--- src/motion_cfg.svh ---
// How it works
// RL1: Activity needs threshold exceeded for duration
// RL2: Absolute activity compares raw sample to threshold
// RL3: Referenced activity compares sample minus reference
// RL4: Capture activity reference when measurement starts
// RL5: Linked: recapture reference after inactivity
// RL6: Unlinked: recapture reference after each activity
// RL7: Activity timer spans one sample to 20 s
// RL8: Wake-up mode uses one-sample activity
// RL9: Inactivity needs stillness for duration
// RL10: Absolute inactivity counts consecutive quiet samples
// RL11: Referenced inactivity: difference strictly below threshold
// RL12: Violating sample replaces inactivity reference
// RL13: Inactivity timer counts up to 65535 samples
// RL14: Any motion restarts the inactivity count
// RL15: Events set flags and may raise requests
// RL16: Awake indicator reports moving or stationary
// RL17: Detection runs in measurement and wake-up
// RL18: Linked mode arms one detector at a time
// RL19: Activity sets awake, inactivity clears it
// RL20: Standby suspends detection, keeps pending flags
// RL21: Evaluate per sample; any axis counts
`ifndef MOTION_CFG_SVH
`define MOTION_CFG_SVH

`define REG_CTRL 4'h0
`define REG_ACT_THR 4'h1
`define REG_ACT_TIME 4'h2
`define REG_INACT_THR 4'h3
`define REG_INACT_TIME 4'h4
`define REG_STATUS 4'h5

`define CTRL_ACT_EN 0
`define CTRL_ACT_REF 1
`define CTRL_INACT_EN 2
`define CTRL_INACT_REF 3
`define CTRL_LINK 4
`define CTRL_MODE_LO 5
`define CTRL_MODE_HI 6
`define CTRL_INT_ACT 7
`define CTRL_INT_INACT 8

`define STAT_ACT 0
`define STAT_INACT 1
`define STAT_AWAKE 2

`define MODE_CODE_MEASURE 2'h1
`define MODE_CODE_WAKEUP 2'h2

`define CTRL_RESET 9'h000
`define THR_RESET 11'h000
`define TIME_RESET 16'h0000

`define ACT_TIME_MAX_S 20
`define ODR_MAX_HZ 400
`define ACT_CNT_MAX (`ACT_TIME_MAX_S * `ODR_MAX_HZ)
`define INACT_CNT_MAX 16'hffff

`endif

--- src/motion_pkg.sv ---
package motion_pkg;
  typedef enum logic [1:0] {
    MODE_STANDBY,
    MODE_MEASURE,
    MODE_WAKEUP
  } mode_t;
endpackage

--- src/motion_detector.sv ---
// Our own choices: the address-and-strobe port and the address map.
`timescale 1ns/100ps
`include "motion_cfg.svh"
module motion_detector
  import motion_pkg::*;
#(
  parameter int SW = 12,
  parameter int TW = 11
) (
  input wire logic sys_clk,
  input wire logic rst_b,
  input wire logic [3:0] addr,
  input wire logic [15:0] wdata,
  input wire logic wr,
  input wire logic rd,
  output logic [15:0] rdata,
  input wire logic sample_valid,
  input wire logic [SW-1:0] x_sample,
  input wire logic [SW-1:0] y_sample,
  input wire logic [SW-1:0] z_sample,
  output logic awake_out,
  output logic irq_act,
  output logic irq_inact
);
  logic [8:0] ctrl;
  logic [TW-1:0] act_thr;
  logic [TW-1:0] inact_thr;
  logic [15:0] act_time;
  logic [15:0] inact_time;
  logic act_flag;
  logic inact_flag;
  logic awake;
  logic [15:0] act_cnt;
  logic [15:0] inact_cnt;
  logic act_load;
  logic inact_load;
  logic prev_run;
  logic prev_act_en;
  logic prev_inact_en;
  mode_t mode;
  logic run;
  logic act_active;
  logic inact_active;
  logic act_engage;
  logic inact_engage;
  logic [2:0] axis_act;
  logic [2:0] axis_still;
  logic act_hit;
  logic inact_ok;
  logic act_evt;
  logic inact_evt;
  logic [15:0] act_need;
  logic [15:0] inact_need;
  logic [15:0] next_act_cnt;
  logic [15:0] next_inact_cnt;
  logic stat_rd;
  logic [5:0] ref_we;
  logic [5:0][SW-1:0] ref_wd;
  logic [5:0][SW-1:0] ref_q;
  logic [2:0][SW-1:0] smp;

  assign smp[0] = x_sample;
  assign smp[1] = y_sample;
  assign smp[2] = z_sample;

  always_comb begin
    case (ctrl[`CTRL_MODE_HI:`CTRL_MODE_LO])
      `MODE_CODE_MEASURE: mode = MODE_MEASURE;
      `MODE_CODE_WAKEUP: mode = MODE_WAKEUP;
      default: mode = MODE_STANDBY;
    endcase
  end

  assign run = (mode != MODE_STANDBY); // RL17 RL20
  // In linked mode the awake state picks which detector is armed
  assign act_active = run && ctrl[`CTRL_ACT_EN] && (!ctrl[`CTRL_LINK] || !awake); // RL18
  assign inact_active = run && ctrl[`CTRL_INACT_EN] && (!ctrl[`CTRL_LINK] || awake); // RL18
  assign act_engage = run && ctrl[`CTRL_ACT_EN] && (!prev_run || !prev_act_en); // RL4
  assign inact_engage = run && ctrl[`CTRL_INACT_EN] && (!prev_run || !prev_inact_en);

  function automatic logic [SW:0] mag(input logic [SW:0] d);
    mag = d[SW] ? (~d + 1'b1) : d;
  endfunction

  genvar a;
  generate
    for (a = 0; a < 3; a++) begin : g_axis
      logic [SW:0] s_ext;
      logic [SW:0] act_diff;
      logic [SW:0] inact_diff;
      logic [SW:0] act_mag;
      logic [SW:0] inact_mag;
      logic [SW:0] act_t;
      logic [SW:0] inact_t;
      assign s_ext = {smp[a][SW-1], smp[a]};
      assign act_diff = s_ext - {ref_q[a][SW-1], ref_q[a]};
      assign inact_diff = s_ext - {ref_q[a+3][SW-1], ref_q[a+3]};
      assign act_t = {{(SW+1-TW){1'b0}}, act_thr};
      assign inact_t = {{(SW+1-TW){1'b0}}, inact_thr};
      // Raw magnitude in absolute setting, offset from reference otherwise
      assign act_mag = ctrl[`CTRL_ACT_REF] ? mag(act_diff) : mag(s_ext); // RL2 RL3
      assign inact_mag = ctrl[`CTRL_INACT_REF] ? mag(inact_diff) : mag(s_ext); // RL10
      assign axis_act[a] = ctrl[`CTRL_ACT_REF] ? (act_mag >= act_t) : (act_mag > act_t); // RL3
      assign axis_still[a] = inact_mag < inact_t; // RL11
      // Activity reference reloads all axes; inactivity reference tracks violators
      assign ref_we[a] = sample_valid && run && act_load; // RL4 RL5 RL6
      assign ref_we[a+3] = sample_valid && run && (inact_load ||
                           (ctrl[`CTRL_INACT_REF] && !axis_still[a])); // RL12
      assign ref_wd[a] = smp[a];
      assign ref_wd[a+3] = smp[a];
    end
  endgenerate

  ref_store #(.W(SW), .N(6)) u_ref (
    .sys_clk(sys_clk),
    .rst_b(rst_b),
    .we(ref_we),
    .wd(ref_wd),
    .q(ref_q)
  );

  assign act_hit = |axis_act; // RL21
  assign inact_ok = &axis_still; // RL21

  always_comb begin
    if (mode == MODE_WAKEUP) begin
      act_need = 16'h0001; // RL8
    end else if (act_time == 16'h0000) begin
      act_need = 16'h0001; // RL7
    end else if (act_time > 16'(`ACT_CNT_MAX)) begin
      act_need = 16'(`ACT_CNT_MAX); // RL7
    end else begin
      act_need = act_time;
    end
    inact_need = (inact_time == 16'h0000) ? 16'h0001 : inact_time; // RL13
  end

  assign next_act_cnt = act_cnt + 16'h0001;
  assign next_inact_cnt = inact_cnt + 16'h0001;
  assign act_evt = sample_valid && act_active && !act_load && act_hit &&
                   (next_act_cnt >= act_need); // RL1
  assign inact_evt = sample_valid && inact_active && !inact_load && inact_ok &&
                     (next_inact_cnt >= inact_need); // RL9 RL10

  always_ff @(posedge sys_clk or negedge rst_b) begin
    if (!rst_b) begin
      act_cnt <= 16'h0000;
    end else if (!act_active) begin
      act_cnt <= 16'h0000;
    end else if (sample_valid) begin
      if (act_load || !act_hit || act_evt) begin
        act_cnt <= 16'h0000; // RL1
      end else begin
        act_cnt <= next_act_cnt; // RL1
      end
    end
  end

  always_ff @(posedge sys_clk or negedge rst_b) begin
    if (!rst_b) begin
      inact_cnt <= 16'h0000;
    end else if (!inact_active) begin
      inact_cnt <= 16'h0000;
    end else if (sample_valid) begin
      if (inact_load || !inact_ok || inact_evt) begin
        inact_cnt <= 16'h0000; // RL14
      end else begin
        inact_cnt <= next_inact_cnt; // RL10 RL13
      end
    end
  end

  // Pending reference captures, taken on the next sample
  always_ff @(posedge sys_clk or negedge rst_b) begin
    if (!rst_b) begin
      act_load <= 1'b0;
    end else if (act_engage) begin
      act_load <= 1'b1; // RL4
    end else if (inact_evt && ctrl[`CTRL_LINK]) begin
      act_load <= 1'b1; // RL5
    end else if (act_evt && !ctrl[`CTRL_LINK]) begin
      act_load <= 1'b1; // RL6
    end else if (sample_valid && run) begin
      act_load <= 1'b0;
    end
  end

  always_ff @(posedge sys_clk or negedge rst_b) begin
    if (!rst_b) begin
      inact_load <= 1'b0;
    end else if (inact_engage) begin
      inact_load <= 1'b1;
    end else if (sample_valid && run) begin
      inact_load <= 1'b0;
    end
  end

  always_ff @(posedge sys_clk or negedge rst_b) begin
    if (!rst_b) begin
      prev_run <= 1'b0;
      prev_act_en <= 1'b0;
      prev_inact_en <= 1'b0;
    end else begin
      prev_run <= run;
      prev_act_en <= ctrl[`CTRL_ACT_EN];
      prev_inact_en <= ctrl[`CTRL_INACT_EN];
    end
  end

  always_ff @(posedge sys_clk or negedge rst_b) begin
    if (!rst_b) begin
      awake <= 1'b0;
    end else if (act_evt) begin
      awake <= 1'b1; // RL16 RL19
    end else if (inact_evt) begin
      awake <= 1'b0; // RL16 RL19
    end
  end

  assign stat_rd = rd && (addr == `REG_STATUS);

  // Flags clear on a status read; a new event in that cycle wins
  always_ff @(posedge sys_clk or negedge rst_b) begin
    if (!rst_b) begin
      act_flag <= 1'b0;
      inact_flag <= 1'b0;
    end else begin
      if (act_evt) begin
        act_flag <= 1'b1; // RL15
      end else if (stat_rd) begin
        act_flag <= 1'b0;
      end
      if (inact_evt) begin
        inact_flag <= 1'b1; // RL15
      end else if (stat_rd) begin
        inact_flag <= 1'b0;
      end
    end
  end

  always_ff @(posedge sys_clk or negedge rst_b) begin
    if (!rst_b) begin
      irq_act <= 1'b0;
      irq_inact <= 1'b0;
      awake_out <= 1'b0;
    end else begin
      irq_act <= ctrl[`CTRL_INT_ACT] && (act_flag || act_evt); // RL15
      irq_inact <= ctrl[`CTRL_INT_INACT] && (inact_flag || inact_evt); // RL15
      awake_out <= act_evt || (awake && !inact_evt); // RL16
    end
  end

  always_ff @(posedge sys_clk or negedge rst_b) begin
    if (!rst_b) begin
      ctrl <= `CTRL_RESET;
      act_thr <= `THR_RESET;
      inact_thr <= `THR_RESET;
      act_time <= `TIME_RESET;
      inact_time <= `TIME_RESET;
    end else if (wr) begin
      if (addr == `REG_CTRL) begin
        ctrl <= wdata[8:0];
      end else if (addr == `REG_ACT_THR) begin
        act_thr <= wdata[TW-1:0];
      end else if (addr == `REG_ACT_TIME) begin
        act_time <= wdata;
      end else if (addr == `REG_INACT_THR) begin
        inact_thr <= wdata[TW-1:0];
      end else if (addr == `REG_INACT_TIME) begin
        inact_time <= wdata;
      end
    end
  end

  always_ff @(posedge sys_clk or negedge rst_b) begin
    if (!rst_b) begin
      rdata <= 16'h0000;
    end else if (rd) begin
      if (addr == `REG_CTRL) begin
        rdata <= {7'h00, ctrl};
      end else if (addr == `REG_ACT_THR) begin
        rdata <= {{(16-TW){1'b0}}, act_thr};
      end else if (addr == `REG_ACT_TIME) begin
        rdata <= act_time;
      end else if (addr == `REG_INACT_THR) begin
        rdata <= {{(16-TW){1'b0}}, inact_thr};
      end else if (addr == `REG_INACT_TIME) begin
        rdata <= inact_time;
      end else if (addr == `REG_STATUS) begin
        rdata <= {13'h0000, awake, inact_flag, act_flag};
      end else begin
        rdata <= 16'h0000;
      end
    end else begin
      rdata <= 16'h0000;
    end
  end
endmodule

--- src/ref_store.sv ---
`timescale 1ns/100ps
// Holds the per-axis reference values; read data come from registers
module ref_store #(
  parameter int W = 12,
  parameter int N = 6
) (
  input wire logic sys_clk,
  input wire logic rst_b,
  input wire logic [N-1:0] we,
  input wire logic [N-1:0][W-1:0] wd,
  output logic [N-1:0][W-1:0] q
);
  genvar i;
  generate
    for (i = 0; i < N; i++) begin : g_ent
      always_ff @(posedge sys_clk or negedge rst_b) begin
        if (!rst_b) begin
          q[i] <= '0;
        end else if (we[i]) begin
          q[i] <= wd[i];
        end
      end
    end
  endgenerate
endmodule

--- config.mk ---
export PLATFORM = sky130hd
export DESIGN_NAME = motion_detector
export DESIGN_NICKNAME = d
export VERILOG_FILES = /design/src/motion_pkg.sv /design/src/motion_detector.sv /design/src/ref_store.sv
export VERILOG_INCLUDE_DIRS = /design/src /design/src/src
export SDC_FILE = /design/constraint.sdc
export NUM_CORES = 1
export LEC_CHECK = 0
export ABC_AREA = 1
export BUFFER_PORTS_ARGS = -buffer_cell sky130_fd_sc_hd__clkbuf_2
export CAP_MARGIN = 20
export CORE_MARGIN = 3
export CORE_UTILIZATION = 40
export DETAILED_ROUTE_END_ITERATION = 10
export GPL_TIMING_DRIVEN = 0
export PLACE_DENSITY = 0.52
export SLEW_MARGIN = 20
export SYNTH_ARGS = -nofsm -noshare
export SYNTH_HDL_FRONTEND = slang
export SYNTH_SLANG_ARGS = --single-unit
--- constraint.sdc ---
create_clock -name sys_clk -period 5 [get_ports sys_clk]
set_input_delay 0.75 -clock sys_clk [delete_from_list [all_inputs] [get_ports sys_clk]]
set_output_delay 0.75 -clock sys_clk [all_outputs]
set_load 0.005 [all_outputs]
# Word level (Yosys, flattened, before mapping)
# Index checks and enable logic that the tools add are counted.
# word_totals
wordCells,194
inputBits,61
out_inout_bits,19
regBits,194
# op_classes
n_mux,46
order_cmp,12
n_addsub,17
bitwise,13
n_eq_ne,10
reduce_logical,71
# op_table
cell,n
2-to-1 mux 16 bit,16
2-to-1 mux 13 bit,15
"adder 13 x 1 -> 13 bit, second input constant",9
NOT 13 bit,9
subtractor 12 x 12 -> 13 bit,6
greater-or-equal comparator 13 x 11 -> 1 bit,3
> comparator 13 x 11 -> 1 bit,3
less-than comparator 13 x 11 -> 1 bit,3
"adder 16 x 1 -> 16 bit, second input constant",2
greater-or-equal comparator 16 bit,2
logical NOT 16 bit,2
logical AND 1 bit,28
"> comparator 16 x 13 -> 1 bit, second input constant",1
logical OR 1 bit,14
logical NOT 1 bit,13
2-to-1 mux 1 bit,13
nonzero test 2 bit,5
"== test 4 x 2 -> 1 bit, second input constant",2
"== test 4 x 3 -> 1 bit, second input constant",2
AND reduction 3 bit,2
AND reduction 6 bit,1
AND reduction 5 bit,1
"== test 2 bit, second input constant",2
"== test 4 x 1 -> 1 bit, second input constant",1
other kinds (10),14

# Logic depth before layout (Yosys ltp)
# logic_depth
depth_word,14
mapped_depth,33
ltp_nobuf,32

# Modules after synthesis
# From an unflattened synthesis, not the netlist that was laid out.
# hier_totals
cells_unflattened,2586
area_unflattened_um2,17707.0
# by_module_without_submodules
mod,area_each_um2,cells_per_inst,n_inst
motion_detector,14959.3,2280,1
ref_store,2747.6,306,1

# Least setup slack after synthesis
# Ideal clock, no wire load.
# synth_path
path_type,input-to-reg
startpoint,input port x_sample[0]
endpoint,register act_cnt[10]
arrival_ns,4.393
stages,30
setup_slack_ns,0.477
cell_sequence,inv_1 ha_1 fa_1 nand3b_1 nand2_1 a21oi_2 o21ai_1 nand2_1 nand2_1 xor2_2 inv_1 nor2_1 xor2_1 o21ai_0 ha_1 nand2_1 nor2_1 a211oi_1 o21ai_0 nand4_1 nand4_1 nand2_1 nand2_1 a21oi_1 nand2_1 a21oi_2 nand2_4 buf_6 nand4_1 o21ai_0
# synth_between
elab_chain_len,14
# synth_rtl
item,line_no,source
from (decl),motion_detector.sv:18,"input wire logic [SW-1:0] x_sample,"
subtractor 12 x 12 -> 13 bit,motion_detector.sv:96,"assign act_diff = s_ext - {ref_q[a][SW-1], ref_q[a]};"
NOT 13 bit,motion_detector.sv:82,mag = d[SW] ? (~d + 1'b1) : d;
adder 13 x 1 -> 13 bit,motion_detector.sv:82,
2-to-1 mux 13 bit,motion_detector.sv:82,
2-to-1 mux 13 bit *,motion_detector.sv:101,assign act_mag = ctrl[`CTRL_ACT_REF] ? mag(act_diff) : mag(s_ext);
> comparator 13 x 11 -> 1 bit / greater-or-equal comparator 13 x 11 -> 1 bit (equally long branches),motion_detector.sv:103,assign axis_act[a] = ctrl[`CTRL_ACT_REF] ? (act_mag >= act_t) : (act_mag > act_t);
2-to-1 mux 1 bit *,motion_detector.sv:103,
OR reduction 3 bit *,motion_detector.sv:122,assign act_hit = |axis_act;
logical NOT 1 bit / logical AND 1 bit (equally long branches),"motion_detector.sv:151, motion_detector.sv:140",
logical OR 1 bit / logical AND 1 bit (equally long branches),"motion_detector.sv:151, motion_detector.sv:140",
logical OR 1 bit *,motion_detector.sv:151,if (act_load || !act_hit || act_evt) begin
2-to-1 mux 16 bit *,motion_detector.sv:151,
2-to-1 mux 16 bit *,motion_detector.sv:150,end else if (sample_valid) begin
2-to-1 mux 16 bit *,motion_detector.sv:148,end else if (!act_active) begin
to (signal assigned),motion_detector.sv:154,act_cnt <= next_act_cnt;
to (decl),motion_detector.sv:33,logic [15:0] act_cnt;
# Every way passes the cells marked *; elsewhere a longest branch is shown, timed or not. The select of a mux whose other input is x is not followed.
# A chain may end at the register's enable or synchronous reset.

# Worst setup path after layout
# layout_path
startpoint,input port z_sample[0]
endpoint,register u_ref.q[63] (netlist name)
# layout_between
elab_chain_len,10
# layout_rtl
item,line_no,source
from (decl),motion_detector.sv:20,"input wire logic [SW-1:0] z_sample,"
subtractor 12 x 12 -> 13 bit,motion_detector.sv:97,"assign inact_diff = s_ext - {ref_q[a+3][SW-1], ref_q[a+3]};"
NOT 13 bit,motion_detector.sv:82,
adder 13 x 1 -> 13 bit,motion_detector.sv:82,
2-to-1 mux 13 bit,motion_detector.sv:82,
2-to-1 mux 13 bit *,motion_detector.sv:102,assign inact_mag = ctrl[`CTRL_INACT_REF] ? mag(inact_diff) : mag(s_ext);
less-than comparator 13 x 11 -> 1 bit *,motion_detector.sv:104,assign axis_still[a] = inact_mag < inact_t;
logical NOT 1 bit *,motion_detector.sv:108,(ctrl[`CTRL_INACT_REF] && !axis_still[a]));
logical AND 1 bit *,motion_detector.sv:108,
logical OR 1 bit *,motion_detector.sv:107,assign ref_we[a+3] = sample_valid && run && (inact_load ||
logical AND 1 bit *,motion_detector.sv:107,
"to (signal, indexed assignment)",ref_store.sv:20,q[i] <= wd[i];
to (decl),ref_store.sv:11,output logic [N-1:0][W-1:0] q
# Every way passes the cells marked *; elsewhere a longest branch is shown, timed or not.

==> metrics.cfg <==
[setup_path]
rrSetupSlack_ns = 0.38
crit_arrival_ns = 5.08
path_class = input port to flip-flop
r2r_cells = 20
startpoint = z_sample[0]
worstSetupStartpointType = input port
worstPathRequired_ns = 5.39
cp-end-kind = flip-flop
r2r_end = inact_cnt[14]
crit_fanout = 10
critical_path.endpoint = u_ref.q[63]
r2r_start = ctrl[3]

[grt]
grtUsageTotal_pct = 24.46
grt_pass1_wl_um = 88980
antenna_found_initial = 0
grt_overflow = 0
grt_max_degree = 82
grt_pass1_vias = 15965

[routing]
drc = 0
wl_per_cell_um = 17.39
viasPerCell = 5.201
dr.pass1.iters = 5
drt_iter0_markers = 1310
ant_nets = 0
wirelength_um = 55410
num_vias = 16577

[floorplanning]
die_height_um = 214.4
die_x_um = 214.4
rows = 75
dieArea_mm2 = 0.04596
coreArea_mm2 = 0.04242
initial_core_util_pct = 40.95
io_pins = 80

[clock_tree]
clockBufferDepth = 2
clkLatencyLatePin_ns = 0.51
clkSlewWorstSetupHoldPaths_ns = 0.09
cts_root_buf = clkbuf_16
clock-sinks = 194
cts_tree = done
cts_buffers = 17
htreeDepth = 4

[sta]
fin_worst_skew_ns = 0.01848
report.final.setup_viol = 0
maxSlewHeadroom_pct = 34.90
tightest_slew_ns = 0.9690
slew_viol_final = 0
finalCritPeriodShare_pct = 93.81
post-route-min-period_ns = 4.691
max_freq_mhz = 213.2
hold_viol_final = 0

[synth]
yosysWarnings = 0
synthFlopType = dfrtp_1
syn_area_mm2 = 0.01737
synth_cells = 2493
synth_edf_count = 0
async_reset_ff_share_pct = 100.0
ys_types = 61
yosysSeqAreaShare_pct = 27.95
synth.avg_cell_area_um2 = 6.967
ys_ff_latch = 194

[min_path]
hold_class = input port to async pin

[placed_design]
postPlaceCellArea_mm2 = 0.01856
routabilityCongestion = 0.9087
dpl.hpwl_um = 44010
dp.cells = 3153
port-buffer-count = 79

[outcome]
status = finished, final reports clean

[job]
max-cap-violations = 0

[pwr]
cellPowerDensity_mw_per_mm2 = 531.2
p_leak_nw = 9.855
ir_worst_vdd_uv = 300.9

[finish]
final_cells = 3187
drive_gt1_share_pct = 7.586
fin_nets = 2843
fin_area_mm2 = 0.01923
diodes = 0
area_delta_synth_final_pct = 10.71

[cells by family after synthesis]
group / count (synthesis) / synth area share (%)
and+or+nand+nor: 1012 / 24.59
AOI/OAI and AO/OA: 492 / 16.24
buffers and inverters: 471 / 10.39
DFF: 194 / 27.95
adders and majority gates: 185 / 13.59
xor gates and xnor gates: 138 / 7.218
other: 1 / 0.02159
[power breakdown]
| part | switching (mW) | total [mW] | internal (mW) |
|---|---|---|---|
| clock | 0.758 | 1.49 | 0.733 |
| combinational | 4.19 | 6.51 | 2.32 |
| sequential | 0.262 | 2.22 | 1.96 |
| total | 5.21 | 10.2 | 5.01 |
[how the worst min path moves through the flow]
stage,from,end,slack [ns],cells past startpoint
floorplan,ctrl[2],prev_inact_en,0.37,0
global placement,ctrl[2],prev_inact_en,0.39,0
detailed placement,ctrl[2],prev_inact_en,0.40,0
CTS,rst_b,inact_cnt[13],0.21,1
global route,rst_b,inact_cnt[10],0.23,1
finish,rst_b,inact_cnt[10],0.20,1
[synth_stat cells (4+ instances only)]
master | count | area, um2
nand2_1 | 595 | 2233
inv_1 | 406 | 1524
o21ai_0 | 253 | 1266
dfrtp_1 | 194 | 4855
nor2_1 | 180 | 675.7
ha_1 | 179 | 2240
xor2_1 | 113 | 989.7
nand3_1 | 111 | 555.5
a21oi_1 | 108 | 540.5
nand4_1 | 52 | 325.3
clkbuf_1 | 46 | 172.7
nor3_1 | 34 | 170.2
o21ai_2 | 23 | 201.4
xnor2_1 | 19 | 166.4
a31oi_1 | 16 | 100.1
a211oi_1 | 13 | 97.59
o21bai_1 | 10 | 75.07
o211ai_1 | 9 | 67.56
o21ai_1 | 9 | 45.04
a221oi_1 | 8 | 70.07
nand3b_1 | 8 | 60.06
inv_2 | 7 | 26.28
nor4_1 | 7 | 43.79
o22ai_1 | 7 | 43.79
a21oi_2 | 6 | 52.55
fa_1 | 6 | 120.1
o21a_1 | 6 | 45.04
a21o_1 | 5 | 37.54
nand2_2 | 5 | 31.28
xor2_2 | 5 | 81.33
buf_2 | 4 | 20.02
buf_6 | 4 | 45.04
[worst max-delay path, stage by stage]
cell        delay [ns]
clkbuf_2          0.17
clkinvlp_4        0.25
ha_1              0.28
inv_1             0.09
fa_1              0.24
nand4_1           0.11
and3_4            0.20
o21ai_2           0.14
a21oi_2           0.08
inv_2             0.05
nand2_2           0.07
a21oi_4           0.29
nor2_1            0.09
xor2_1            0.16
o21ai_0           0.23
ha_1              0.29
a21oi_1           0.17
o21a_1            0.14
nand2_1           0.05
nand4_1           0.07
o211ai_1          0.09
a31oi_1           0.28
nand3_4           0.15
o21ai_4           0.32
buf_6             0.22
o21ai_1           0.07
[cell usage in the layout (no fill, tap or decap), types with 79 or more instances in the layout]
cell	count
nor2_1	180
nand3_1	111
ha_1	179
nand2_1	594
o21ai_0	253
a21oi_1	108
inv_1	402
xor2_1	113
dfrtp_1	194
clkbuf_2	79
[layout make-up]
type                    instances  area (um2)
well taps                     577       721.9
plain buffers                  55       242.7
fillers                      4500       23190
inverters                     416        1568
multi-input cells            1830       10750
clock inverters                14       181.4
flip-flops and latches        194        4855
repair buffers                 83       474.2
clock buffers                  18       439.2
[metal layers]
| metal | share of wire (%) | global-route usage (%) | up-vias |
|---|---|---|---|
| li1 | - | - | 8326 |
| met1 | 48 | 34.10 | 7832 |
| met2 | 46 | 39.43 | 351 |
| met3 | 4.1 | 3.202 | 68 |
| met4 | 2.6 | 7.917 | 0 |
| met5 | 0 | 0 | - |
[sequential cells by signal (all words and copies together), names as in the netlist]
name           count
act_flag           1
awake_out          1
prev_act_en        1
irq_act            1
irq_inact          1
act_load           1
act_time          16
inact_flag         1
rdata             16
prev_inact_en      1
inact_cnt         16
u_ref.q           72
inact_time        16
act_cnt           16
inact_load         1
inact_thr         11
prev_run           1
awake              1
act_thr           11
ctrl               9
[per-stage QoR]
stage | setup TNS, ns | hold slack (ns) | util [%] | setup WS (ns) | power [mW]
2_1_floorplan | 0 | 0.3741 | - | 0.4773 | 7.000
3_3_place_gp | -188.11 | 0.3895 | 43.60 | -0.9353 | 8.504
3_5_place_dp | -13.69 | 0.3976 | 43.75 | -0.4575 | 8.642
4_1_cts | 0 | 0.2101 | 45.22 | 0.07957 | 10.18
5_1_grt | -0.0006990 | 0.2295 | 45.34 | -0.0006990 | 11.30
6_report | 0 | 0.1992 | 45.34 | 0.3093 | 10.22
[timing repair]
action	in CTS	in global routing
resized for setup	0	11
hold buffers	0	0
endpoints found under the hold margin	0	0
setup endpoints to repair	0	43
buffers inserted	0	2
(Power assumes the default switching activity.)
